`src/rtl/timer_clock_defs.svh`:
```
/*
 holds: offsets, field positions, reset values and counts
 assumes: included by bare name from rtl/
*/
`ifndef TIMER_CLOCK_DEFS_SVH
`define TIMER_CLOCK_DEFS_SVH
// register offsets on the plain port
`define CTRL_ADDR     4'h0
`define CNT_LO_ADDR   4'h1
`define CNT_HI_ADDR   4'h2
// control field positions
`define CS_HI         7
`define CS_LO         6
`define PS_HI         5
`define PS_LO         4
`define OSC_BIT       3
`define SYNC_BIT      2
`define WIDE_BIT      1
`define RUN_BIT       0
// reset values
`define CTRL_RST      8'h00
`define CNT_RST       16'h0000
// instruction clock is a quarter of the system clock
`define INSTR_DIV_TOP 2'h3
// pin synchroniser lanes
`define PIN_LANES     4
`endif

```
`src/rtl/timer_clock_pkg.sv`:
```
/*
 holds: types shared by the timer clock control
 assumes: compiled before the design module
*/
package timer_clock_pkg;
   // count clock source codes, in field order 00..11
   typedef enum logic [1:0] {
      SRC_INSTR,
      SRC_SYS,
      SRC_PIN,
      SRC_RESERVED
   } count_src_e;
   // prescaler position
   typedef logic [2:0] presc_t;
endpackage

```
`src/rtl/timer_clock_control.sv`:
```
/*
 holds: clock select, prescaler, run control, gate
   flip-flop and a 16-bit counter behind a plain port
 assumes: pins are asynchronous to MCLK; RST_N is the
   power-on/brown-out reset, WARM_RST_N any other reset
*/
// Design decisions made here: strobed register access and the address map.
`timescale 1ns/1ps
`default_nettype none
`include "timer_clock_defs.svh"
// How it works
// code 01 system clock, 00 quarter clock
// software never uses source code 11
// code 10, oscillator off: pin rising edges
// code 10, oscillator on: crystal clock
// prescale codes divide by 1,2,4,8
// bit 3 switches secondary oscillator
// code 1X: bit 2 clear synchronises
// code 0X ignores the sync bit
// bit 1 picks 16-bit or 8-bit access
// bit 0 runs or stops the timer
// clearing run clears gate flip-flop
// full reset zeroes; warm reset clears bit 1
// low byte read buffers the high byte
// counter advances per prescaler tick
module timer_clock_control
   import timer_clock_pkg::*;
(
   input  wire logic       MCLK,
   input  wire logic       RST_N,
   input  wire logic       WARM_RST_N,
   input  wire logic [3:0] ADDR,
   input  wire logic [7:0] WDATA,
   input  wire logic       WR,
   input  wire logic       RD,
   output logic      [7:0] RDATA,
   input  wire logic       EXT_COUNT_CLOCK_PIN,
   input  wire logic       CRYSTAL_IN_PIN,
   output logic            CRYSTAL_OUT_PIN,
   output logic            OSC_ENABLE,
   input  wire logic       GATE_EVENT,
   output logic            GATE_STATE
);

   // ------------------------------------------------
   // reset release
   // ------------------------------------------------
   logic       rst_meta_reg;   // first release stage
   logic       rst_sync_reg;   // released reset copy
   logic       rst_n;          // used everywhere

   // release through two flops, assert at once
   always_ff @(posedge MCLK or negedge RST_N)
   begin
      if (!RST_N)
      begin
         rst_meta_reg <= 1'b0;
         rst_sync_reg <= 1'b0;
      end
      else
      begin
         rst_meta_reg <= 1'b1;
         rst_sync_reg <= rst_meta_reg;
      end
   end

   assign rst_n = rst_sync_reg;

   // ------------------------------------------------
   // pin synchronisers
   // ------------------------------------------------
   logic [`PIN_LANES-1:0] pin_raw;       // pin lanes
   logic [`PIN_LANES-1:0] pin_meta_reg;  // stage one
   logic [`PIN_LANES-1:0] pin_sync_reg;  // stage two
   logic [`PIN_LANES-1:0] pin_prev_reg;  // edge history

   // lane 0 warm reset, 1 pin clock, 2 crystal, 3 gate
   assign pin_raw = {GATE_EVENT, CRYSTAL_IN_PIN,
                     EXT_COUNT_CLOCK_PIN, WARM_RST_N};

   // one two-flop synchroniser per lane
   genvar gi;
   generate
      for (gi = 0; gi < `PIN_LANES; gi = gi + 1)
      begin : g_sync
         always_ff @(posedge MCLK or negedge rst_n)
         begin
            if (!rst_n)
            begin
               pin_meta_reg[gi] <= 1'b0;
               pin_sync_reg[gi] <= 1'b0;
               pin_prev_reg[gi] <= 1'b0;
            end
            else
            begin
               pin_meta_reg[gi] <= pin_raw[gi];
               pin_sync_reg[gi] <= pin_meta_reg[gi];
               pin_prev_reg[gi] <= pin_sync_reg[gi];
            end
         end
      end
   endgenerate

   logic warm_rst;    // other reset, active
   logic ext_rise;    // pin clock rising edge
   logic xtal_rise;   // crystal rising edge
   logic gate_rise;   // gate event rising edge

   // edge detectors compare the second stage with its history flop
   assign warm_rst  = ~pin_sync_reg[0];
   assign ext_rise  = pin_sync_reg[1] & ~pin_prev_reg[1];
   assign xtal_rise = pin_sync_reg[2] & ~pin_prev_reg[2];
   assign gate_rise = pin_sync_reg[3] & ~pin_prev_reg[3];

   // ------------------------------------------------
   // control register
   // ------------------------------------------------
   logic [7:0] ctrl_reg;    // control bits
   logic [7:0] ctrl_next;   // next control bits
   count_src_e src;         // count clock select
   logic [1:0] ps_sel;      // prescale select
   logic       osc_en;      // secondary osc enable
   logic       sync_bypass; // skip extra sync stage
   logic       wide_en;     // 16-bit access enable
   logic       run;         // timer run

   // software write, then warm reset clears bit 1
   always_comb
   begin
      ctrl_next = ctrl_reg;
      if (WR && (ADDR == `CTRL_ADDR))
      begin
         ctrl_next = WDATA;
      end
      if (warm_rst)
      begin
         ctrl_next[`WIDE_BIT] = 1'b0;
      end
   end

   // full reset zeroes every control bit
   always_ff @(posedge MCLK or negedge rst_n)
   begin
      if (!rst_n)
      begin
         ctrl_reg <= `CTRL_RST;
      end
      else
      begin
         ctrl_reg <= ctrl_next;
      end
   end

   // field views
   assign src         = count_src_e'(ctrl_reg[`CS_HI:`CS_LO]);
   assign ps_sel      = ctrl_reg[`PS_HI:`PS_LO];
   assign osc_en      = ctrl_reg[`OSC_BIT];
   assign sync_bypass = ctrl_reg[`SYNC_BIT];
   assign wide_en     = ctrl_reg[`WIDE_BIT];
   assign run         = ctrl_reg[`RUN_BIT];

   // ------------------------------------------------
   // count clock selection
   // ------------------------------------------------
   logic [1:0] div_reg;        // quarter clock divider
   logic [1:0] div_next;
   logic       edge_dly_reg;   // synchronised pin edge
   logic       edge_dly_next;
   logic       xtal_out_reg;   // oscillator drive
   logic       xtal_out_next;
   logic       pin_edge;       // chosen pin edge
   logic       instr_tick;     // quarter clock tick
   logic       src_tick;       // selected clock tick

   // pick the tick of the selected source
   always_comb
   begin
      div_next      = div_reg + 2'h1;
      instr_tick    = (div_reg == `INSTR_DIV_TOP);
      // crystal or pin clock by oscillator enable
      pin_edge      = osc_en ? xtal_rise : ext_rise;
      // extra stage aligns the edge to MCLK
      edge_dly_next = pin_edge;
      // inverter drive only while oscillator on
      xtal_out_next = osc_en & ~pin_sync_reg[2];
      case (src)
         SRC_INSTR:
         begin
            src_tick = instr_tick;
         end
         SRC_SYS:
         begin
            src_tick = 1'b1;
         end
         SRC_PIN:
         begin
            // bit 2 only matters here
            src_tick = sync_bypass ? pin_edge
                                   : edge_dly_reg;
         end
         default:
         begin
            // reserved code gives no ticks
            src_tick = 1'b0;
         end
      endcase
   end

   // register the clock selection state
   always_ff @(posedge MCLK or negedge rst_n)
   begin
      if (!rst_n)
      begin
         div_reg      <= 2'h0;
         edge_dly_reg <= 1'b0;
         xtal_out_reg <= 1'b0;
      end
      else
      begin
         div_reg      <= div_next;
         edge_dly_reg <= edge_dly_next;
         xtal_out_reg <= xtal_out_next;
      end
   end

   // ------------------------------------------------
   // prescaler
   // ------------------------------------------------
   presc_t presc_reg;    // prescaler position
   presc_t presc_next;
   presc_t presc_mask;   // bits that must be full
   logic   presc_tick;   // prescaled tick

   // divide selected clock by 1, 2, 4 or 8
   always_comb
   begin
      case (ps_sel)
         2'h0:    presc_mask = 3'h0;
         2'h1:    presc_mask = 3'h1;
         2'h2:    presc_mask = 3'h3;
         default: presc_mask = 3'h7;
      endcase
      presc_tick = src_tick &&
                   ((presc_reg & presc_mask) == presc_mask);
      presc_next = presc_reg;
      if (!run)
      begin
         presc_next = 3'h0;
      end
      else if (presc_tick)
      begin
         presc_next = 3'h0;
      end
      else if (src_tick)
      begin
         presc_next = presc_reg + 3'h1;
      end
   end

   // register the prescaler
   always_ff @(posedge MCLK or negedge rst_n)
   begin
      if (!rst_n)
      begin
         presc_reg <= 3'h0;
      end
      else
      begin
         presc_reg <= presc_next;
      end
   end

   // ------------------------------------------------
   // counter, gate and register port
   // ------------------------------------------------
   logic [15:0] cnt_reg;      // timer value
   logic [15:0] cnt_next;
   logic [7:0]  hi_buf_reg;   // high byte buffer
   logic [7:0]  hi_buf_next;
   logic [7:0]  rdata_reg;    // read data
   logic [7:0]  rdata_next;
   logic        gate_reg;     // gate flip-flop
   logic        gate_next;

   // counting, buffered access and readback
   always_comb
   begin
      cnt_next    = cnt_reg;
      hi_buf_next = hi_buf_reg;
      rdata_next  = 8'h00;
      if (run && presc_tick)
      begin
         cnt_next = cnt_reg + 16'h0001;
      end
      // software write wins over a count
      if (WR && (ADDR == `CNT_LO_ADDR))
      begin
         if (wide_en)
         begin
            cnt_next = {hi_buf_reg, WDATA};
         end
         else
         begin
            cnt_next[7:0] = WDATA;
         end
      end
      if (WR && (ADDR == `CNT_HI_ADDR))
      begin
         if (wide_en)
         begin
            hi_buf_next = WDATA;
         end
         else
         begin
            cnt_next[15:8] = WDATA;
         end
      end
      if (RD)
      begin
         case (ADDR)
            `CTRL_ADDR:
            begin
               rdata_next = ctrl_reg;
            end
            `CNT_LO_ADDR:
            begin
               rdata_next = cnt_reg[7:0];
               if (wide_en)
               begin
                  hi_buf_next = cnt_reg[15:8];
               end
            end
            `CNT_HI_ADDR:
            begin
               rdata_next = wide_en ? hi_buf_reg
                                    : cnt_reg[15:8];
            end
            default:
            begin
               rdata_next = 8'h00;   // unmapped
            end
         endcase
      end
      // gate toggles on events, cleared when stopped
      gate_next = gate_reg;
      if (!run)
      begin
         gate_next = 1'b0;
      end
      else if (gate_rise)
      begin
         gate_next = ~gate_reg;
      end
   end

   // register counter, buffer, read data, gate
   always_ff @(posedge MCLK or negedge rst_n)
   begin
      if (!rst_n)
      begin
         cnt_reg    <= `CNT_RST;
         hi_buf_reg <= 8'h00;
         rdata_reg  <= 8'h00;
         gate_reg   <= 1'b0;
      end
      else
      begin
         cnt_reg    <= cnt_next;
         hi_buf_reg <= hi_buf_next;
         rdata_reg  <= rdata_next;
         gate_reg   <= gate_next;
      end
   end

   // ------------------------------------------------
   // outputs
   // ------------------------------------------------
   assign RDATA           = rdata_reg;
   assign CRYSTAL_OUT_PIN = xtal_out_reg;
   assign OSC_ENABLE      = ctrl_reg[`OSC_BIT];
   assign GATE_STATE      = gate_reg;

endmodule
`default_nettype wire

```
`config.mk`:
```
export PLATFORM = sky130hd
export DESIGN_NAME = timer_clock_control
export DESIGN_NICKNAME = d
export VERILOG_FILES = /design/src/rtl/timer_clock_pkg.sv /design/src/rtl/timer_clock_control.sv
export VERILOG_INCLUDE_DIRS = /design/src /design/src/rtl
export SDC_FILE = /design/constraint.sdc
export NUM_CORES = 1
export LEC_CHECK = 0
export BUFFER_PORTS_ARGS = -buffer_cell sky130_fd_sc_hd__buf_4
export CAP_MARGIN = 15
export CORE_MARGIN = 2
export CORE_UTILIZATION = 40
export CTS_CLUSTER_SIZE = 28
export DETAILED_ROUTE_END_ITERATION = 7
export GPL_ROUTABILITY_DRIVEN = 0
export PLACE_DENSITY = 0.56
export SYNTH_ARGS = -nofsm -noshare
export SYNTH_HDL_FRONTEND = slang
export SYNTH_SLANG_ARGS = --single-unit
```
`constraint.sdc`:
```
create_clock -name MCLK -period 4.25 [get_ports MCLK]
set_input_delay 0.425 -clock MCLK [delete_from_list [all_inputs] [get_ports MCLK]]
set_output_delay 0.425 -clock MCLK [all_outputs]
set_load 0.02 [all_outputs]
```
Word-level counts from Yosys, hierarchy flattened
Index checks and enable logic that the tools add are counted.

storage, ports and cells
  flip-flop bits (word level) = 61
  latch bits = 0
  RAM bits = 0
  bits in read-only memories = 0
  bits of input ports = 20
  logic and storage cells = 81
  memories = 0

cells by class
  add/sub/neg operators = 3
  $mul = 0
  divide/modulo/power cells = 0
  $lt $le $gt $ge = 0
  equality and inequality tests = 11
  shifts and indexed selects = 0
  multiplexer cells = 24
  bitwise gates (word level) = 10
  reductions and logical operators = 9

operator list
  operator                 number
  $mux W8                  10
  $mux W16                 2
  $pmux W8 S3              1
  $add A16 B1 Y16 const B  1
  $mux W3                  3
  $pmux W3 S3              1
  $eq A2 B2 Y1 const B     3
  $logic_and A1 B1 Y1      5
  $mux W1                  5
  $not A1 Y1               5
  $and A1 B1 Y1            4
  $eq A2 B1 Y1 const B     2
  $eq A4 B1 Y1 const B     1
  $eq A4 B2 Y1 const B     1
  $logic_not A2 Y1         2
  $logic_not A4 Y1         1
  $add A3 B1 Y3 const B    1
  $and A3 B3 Y3            1
  $eq A3 B3 Y1             1
  $ne A3 B1 Y1 const B     1
  $pmux W1 S3              1
  $add A2 B1 Y2 const B    1
  $mux W2                  1
  $ne A2 B1 Y1 const B     1
  other kinds (2)          2

Logic depth before layout (Yosys ltp)
Gate-level depths: netlist of run 1.

  word-level depth = 12
  gate-level depth with buffers = 8
  gate-level depth less buffers = 7

Least setup slack after synthesis of run 1
Ideal clock, no wire load.

  path kind = input to register
  from = input ADDR[1]
  to = register cnt_reg[15]
  arrival time = 1.639 ns
  data required time = 4.124 ns
  setup slack = 2.484 ns
  cell stages on the path = 6
  path buffers = 1
  cell sequence = nor4b_2 > buf_2 > nand3_1 > o21ai_0 > inv_1 > a311o_1

on the way
  cells in the longest elaborated chain, start to end = 5
  elaborated cells between the ends (all ways) = 7
  classes of those cells = eq/ne: 2; mux: 3; reduce/logical: 2

ends and longest elaborated chain
  what                    RTL line                    RTL
  start, declared         timer_clock_control.sv:32   input wire logic [3:0] ADDR,
  $eq A4 B1 Y1            -
  $logic_and A1 B1 Y1     timer_clock_control.sv:296  if (WR && (ADDR == `CNT_LO_ADDR))
  $mux W16                timer_clock_control.sv:296
  $mux W8                 timer_clock_control.sv:309  if (wide_en)
  $mux W8 (*)             timer_clock_control.sv:307  if (WR && (ADDR == `CNT_HI_ADDR))
  named net cnt_next[15]  timer_clock_control.sv:277  logic [15:0] cnt_next;
  end signal, assigned    timer_clock_control.sv:361  cnt_reg <= `CNT_RST;
  end signal, assigned    timer_clock_control.sv:368  cnt_reg <= cnt_next;
  end, declared           timer_clock_control.sv:276  logic [15:0] cnt_reg;

Mark *: on every way through the listed nets, which the timed path passes. The rest lies on a longest branch.
A chain may end at the register's enable or synchronous reset.

Worst setup path in the final report of run 1
  from = register ctrl_reg[6]
  to = register cnt_reg[6]

on the way
  cells in the longest elaborated chain, start to end = 5
  elaborated cells between the ends (all ways) = 7
  classes of those cells = eq/ne: 2; mux: 1; reduce/logical: 4

ends and longest elaborated chain
  what                                     RTL line                    RTL
  start, declared                          timer_clock_control.sv:118  logic [7:0] ctrl_reg;
  start signal, assigned                   timer_clock_control.sv:146  ctrl_reg <= `CTRL_RST;
  start signal, assigned                   timer_clock_control.sv:150  ctrl_reg <= ctrl_next;
  $eq A2 B2 Y1 (tied with other cells)     timer_clock_control.sv:186  case (src)
  $pmux W1 S3 (*)                          timer_clock_control.sv:186
  $logic_and A1 B1 Y1 (*)                  timer_clock_control.sv:243  presc_tick = src_tick &&
  $logic_and A1 B1 Y1 (*)                  timer_clock_control.sv:291  if (run && presc_tick)
  $reduce_bool A2 Y1 (no source line) (*)  -

Every way passes the cells marked *; elsewhere a longest branch is shown, timed or not.

==> results of run 1 <==
[power by group through the flow]
stage          clock [uW]  sequential (uW)  combinational [uW]
6_report              539              798                 360
5_1_grt               579              820                 403
4_1_cts               548              798                 362
3_5_place_dp            0              808                 361
3_3_place_gp            0              807                 354
2_1_floorplan           0              781                 269
[cells by family after synthesis]
kind of cell / Yosys count / synth area share
muxes: 22 / 0.0797
DFF: 61 / 0.514
adders and majority gates: 3 / 0.0126
and+or+nand+nor: 97 / 0.188
xor gates and xnor gates: 15 / 0.0443
other: 1 / 0.00126
AOI/OAI and AO/OA: 64 / 0.134
buffers and inverters: 17 / 0.0261
[cells in the final DEF, fill, tap and decap left out, types with 2 or more instances in the layout]
cell type	count
nand3_1	9
inv_1	5
xor2_1	6
dfrtp_1	60
mux2_2	13
mux2i_1	9
a21oi_1	22
and2_1	3
xnor2_1	9
nand2b_1	2
nor4_2	2
nor2_1	13
nor3_1	5
nand2_1	32
a21boi_0	2
clkbuf_8	9
o21ai_1	3
o21ai_0	16
inv_6	4
ha_1	3
a22oi_1	13
or3_1	2
buf_4	33
nor2b_1	3
nand2_2	2
nor4_4	3
and3_1	6
o22ai_1	3
nand4_1	7
[stage by stage]
stage / worst slack [ns] / instance area [um^2]
after global placement: 2.03 / 3280
final: 2.20 / 3490
after floorplan: 2.43 / 2970
after detailed placement: 1.96 / 3280
after global routing: 2.05 / 3490
after CTS: 2.19 / 3490
[area by class of cell]
cell class	count	area, um^2
clock buffers	9	124
flip-flops and latches	61	1530
inverters	5	18.8
fillers	712	3720
multi-input cells	202	1360
well taps	99	124
repair buffers	34	258
clock inverters	7	78.8
[synth_stat cells, types with 5 or more instances]
| master | count | area (um^2) |
|---|---|---|
| dfrtp_1 | 61 | 1530 |
| a21oi_1 | 22 | 110 |
| nand4_1 | 7 | 43.8 |
| clkbuf_1 | 8 | 30.0 |
| xnor2_1 | 9 | 78.8 |
| mux2i_1 | 9 | 90.1 |
| and3_1 | 6 | 37.5 |
| nor3_1 | 5 | 25.0 |
| inv_1 | 5 | 18.8 |
| a22oi_1 | 13 | 97.6 |
| nand3_1 | 9 | 45.0 |
| o21ai_0 | 16 | 80.1 |
| xor2_1 | 6 | 52.6 |
| nand2_1 | 32 | 120 |
| nor2_1 | 13 | 48.8 |
| mux2_2 | 13 | 146 |
[metal layers]
metal,part of all wire,vias up,track usage,wire (um)
li1,-,1067,-,-
met1,0.45,1097,0.262,3190
met2,0.49,58,0.299,3410
met3,0.042,11,0.0352,297
met4,0.017,0,0.0731,118
met5,0,-,0,0
[worst max-delay path, stage by stage, from the launching register on]
cell	delay [ns]
dfrtp_1	0.43
or3b_1	0.41
a21oi_2	0.17
a31oi_1	0.07
buf_4	0.22
or3_1	0.40
xor2_1	0.15
a21oi_1	0.14
[worst max path at each step]
stage	start	to	slack [ns]	cells after the start
CTS	ctrl_reg[6]	cnt_reg[6]	2.19	7
floorplan	rst_n	CRYSTAL_OUT_PIN	2.43	0
global route	ctrl_reg[0]	cnt_reg[15]	2.05	6
detailed placement	ADDR[0]	hi_buf_reg[5]	1.96	6
finish	ctrl_reg[6]	cnt_reg[6]	2.20	7
global placement	ADDR[0]	hi_buf_reg[3]	2.03	6
==> impl_metrics.tcl, run 1 <==
set metrics [dict create \
    power_density_mw_per_mm2 486 \
    largest_register_ffs 16 \
    cts-root-buf "clkbuf_8" \
    r2r_cells 7 \
    grt_pass1_wl_mm 12.0 \
    criticalPathCategory "reg2reg" \
    tightestPinTransition_ns 0.928 \
    grt_use_total 0.190 \
    drt_iter0_drc 156 \
    status "finished, final reports clean" \
    maxCapViolations 0 \
    synthesis.area_mm2 0.00297 \
    stdcell_count 417 \
    row_count 31 \
    cp.required_ns 4.52 \
    antenna_left 0 \
    ir_drop_mv 0.221 \
    drc 0 \
    arrival_ns 2.33 \
    cts_hold_buf 1 \
    seqPwrFrac 0.470 \
    worstSkewPairLatency_ns 0.35 \
    area.growth.synth_to_final_pct 17.7 \
    power.share.clock 0.317 \
    io_pins 31 \
    io_buffers 30 \
    fp.dieH_um 90.1 \
    grt_overflow 0 \
    clock_skew_ns 0.0162 \
    async_flop_share 1.00 \
    critPathMaxFanout 11 \
    dr.pass1.iters 4 \
    seq_area_frac_synth 0.514 \
    placedCellCount 400 \
    tns_ns 0 \
    syn_inst 280 \
    ys_ff_latch 61 \
    wl_per_cell_um 16.8 \
    timing.rr.start "ctrl_reg[6]" \
    swShare 0.343 \
    timing.final.crit_share 0.482 \
    p_switching_uw 582 \
    total_power_uw 1700 \
    clock-sinks 61 \
    antennaDiodeCount 0 \
    start_util 0.411 \
    hold_end "pin_meta_reg[1]" \
    p_int_uw 1120 \
    synth_cell_types 44 \
    worst_setup_path_end_kind "flop" \
    relSlewSlack 0.376 \
    combPwrFrac 0.212 \
    final_nets 336 \
    drive_above_1_share 0.242 \
    viasPerCell 5.35 \
    grt_pass1_vias 2241 \
    core_area_mm2 0.00721 \
    hold_violations 0 \
    antenna_found_initial 0 \
    setup_viol 0 \
    hpwl_mm 5.01 \
    rsz0062_at_grt "false" \
    hold_path_class "in2reg" \
    leakagePower_uw 0.00142 \
    grt_max_degree 39 \
    cts-resized-gates 0 \
    clkSlewWorstSetupHoldPaths_ns 0.08 \
    clock_path_buffers 2 \
    syn_area_per_cell_um2 10.6 \
    die_area_mm2 0.00812 \
    drt-total-wl_mm 7.02 \
    cts_tree "built" \
    finalMaxSlewViolations 0 \
    die_x_um 90.1 \
    cts_setup_buffers 0 \
    syn_nets 303 \
    min-delay-start "EXT_COUNT_CLOCK_PIN" \
    r2r_setup_slack_ns 2.20 \
    ys_warn_count 0 \
    htreeDepth 3 \
    min_period_ns 2.05 \
    cp-start-kind "flop" \
    whs_ns 0.169 \
    vias 2233 \
    cts_buffers 9 \
    max_freq_mhz 488 \
    synth_flop_cell "dfrtp_1" \
    synth_edf_count 0 \
    fin_util 0.484 \
    r2r_end "cnt_reg[6]" \
    holdPathStages 1 \
]
(Power assumes the default switching activity.)
==> inputs of run 2 (changes only) <==
==> constraint.sdc (replaced) <==
create_clock -name MCLK -period 2.12 [get_ports MCLK]
set_input_delay 0.212 -clock MCLK [delete_from_list [all_inputs] [get_ports MCLK]]
set_output_delay 0.212 -clock MCLK [all_outputs]
set_load 0.02 [all_outputs]
==> run 2 against run 1 <==
Compared with the run above: wire length increased by 3.3%; clock skew is 0.0037 ns lower; sequential share of layout area is 2.0 points lower; largest power group unchanged; highest routed layer unchanged.
==> impl_metrics.tcl, run 2 (synthesized netlist as in run 1, its figures left out) <==
set metrics [dict create \
    drt_iter0_drc 123 \
    cts-root-buf "clkbuf_8" \
    drt-total-wl_mm 7.25 \
    critPathBufInv 1 \
    hold_end "ctrl_reg[3]" \
    cts_tree "built" \
    grt_max_degree 42 \
    wl_per_cell_um 16.8 \
    die_area_mm2 0.00812 \
    combPwrFrac 0.223 \
    setup_slack_ns 0.129 \
    ir_drop_mv 0.486 \
    min-delay-start "WDATA[3]" \
    max_stage_delay_ns 0.40 \
    clock_skew_ns 0.0126 \
    critPathMaxFanout 11 \
    io_pins 31 \
    start_util 0.411 \
    dr.pass1.iters 4 \
    area.growth.synth_to_final_pct 23.5 \
    worstSkewPairLatency_ns 0.35 \
    drc 0 \
    cts-resized-gates 0 \
    dpl_worst_slack_ns 0.146 \
    grt.met2_usage 0.299 \
    status "finished, final reports clean" \
    holdPathStages 2 \
    crit_cells 7 \
    antennaDiodeCount 0 \
    finalMaxSlewViolations 0 \
    timing.final.crit_share 0.939 \
    cp.required_ns 2.39 \
    power.share.clock 0.331 \
    leakagePower_uw 0.00152 \
    grt_overflow 0 \
    criticalPathCategory "reg2reg" \
    final_common_cell "dfrtp_1" \
    met3_usage 0.0478 \
    hold_path_class "in2reg" \
    path_delay_family "simple AND/OR/NAND/NOR gates" \
    min_period_ns 1.99 \
    rsz0062_at_grt "false" \
    antenna_left 0 \
    core_area_mm2 0.00721 \
    cpMaxStageDelayCell "dfrtp_1" \
    htreeDepth 3 \
    row_count 31 \
    vias 2300 \
    grt_pass1_vias 2433 \
    setup_viol 0 \
    clock-sinks 61 \
    cp-start-kind "flop" \
    power_density_mw_per_mm2 976 \
    hpwl_mm 5.10 \
    drive_above_1_share 0.261 \
    die_x_um 90.1 \
    cts_buffers 9 \
    fillers 683 \
    hold_violations 0 \
    tightestPinTransition_ns 0.778 \
    max_freq_mhz 502 \
    swShare 0.313 \
    antenna_found_initial 0 \
    arrival_ns 2.26 \
    r2r_setup_slack_ns 0.13 \
    final_nets 351 \
    clkSlewWorstSetupHoldPaths_ns 0.07 \
    layout_common_cells "60 x dfrtp_1, 42 x buf_4, 32 x nand2_1, 22 x a21oi_1, 16 x o21ai_0" \
    clock_path_buffers 2 \
    tns_ns 0 \
    fp.dieH_um 90.1 \
    p_switching_uw 1120 \
    r2r_end "cnt_reg[6]" \
    path_cells "or3b_1 > a21oi_2 > a31oi_1 > buf_12 > or3_1 > xor2_1 > a21oi_1" \
    seqPwrFrac 0.446 \
    grt_pass1_wl_mm 12.4 \
    worst_setup_path_end_kind "flop" \
    io_buffers 30 \
    r2r_cells 7 \
    met1_usage 0.269 \
    largest_register_ffs 16 \
    viasPerCell 5.32 \
    gr-max-usage-layer "met2" \
    timing.rr.start "ctrl_reg[6]" \
    p_int_uw 2460 \
    grt_use_total 0.195 \
    relSlewSlack 0.478 \
    maxCapViolations 0 \
]
[run 2: metal layers]
metal	wire, um	part of all wire
met2	3360	0.46
met1	3520	0.49
met3	276	0.038
met5	0	0
met4	98	0.014
[run 2: power by group through the flow]
stage                     Sequential [uW]  Combinational, uW  Clock [uW]
after floorplan                      1570                538           0
after global placement               1610                762           0
after detailed placement             1620                772           0
after CTS                            1590                787        1200
after global routing                 1630                881        1260
final                                1600                798        1180
[run 2: worst max path at each step]
stage,from,end,slack (ns)
final,ctrl_reg[6],cnt_reg[6],0.13
after global routing,ctrl_reg[2],cnt_reg[6],0.001
after CTS,ctrl_reg[6],cnt_reg[6],0.12
after detailed placement,ctrl_reg[6],cnt_reg[6],0.15
after global placement,ctrl_reg[6],cnt_reg[6],0.19
after floorplan,rst_n,CRYSTAL_OUT_PIN,0.30
[run 2: layout make-up]
class / count / area, um^2 / share of cell area
clock buffer: 12 / 155 / 0.0423
clock inverter: 4 / 70.1 / 0.0191
inverter: 5 / 18.8 / 0.00512
multi-input combinational: 202 / 1360 / 0.372
sequential: 61 / 1530 / 0.417
tap: 99 / 124 / 0.0338
timing repair buffer: 49 / 405 / 0.111
[run 2: per-stage QoR]
step / instance area [um^2] / total power, uW / util / hold slack [ns] / cells
2_1_floorplan: 2970 / 2100 / - / -0.0836 / 280
3_3_place_gp: 3370 / 2370 / 0.468 / -0.00501 / 409
3_5_place_dp: 3370 / 2390 / 0.468 / -0.00231 / 409
4_1_cts: 3650 / 3580 / 0.506 / 0.137 / 430
5_1_grt: 3660 / 3770 / 0.508 / 0.137 / 432
6_report: 3660 / 3580 / 0.508 / 0.147 / 432
[run 2: what timing repair did]
item	in CTS	in global routing
endpoints found under the hold margin	6	0
endpoints found under the setup margin	0	1
hold buffers	5	0
setup buffers	0	2
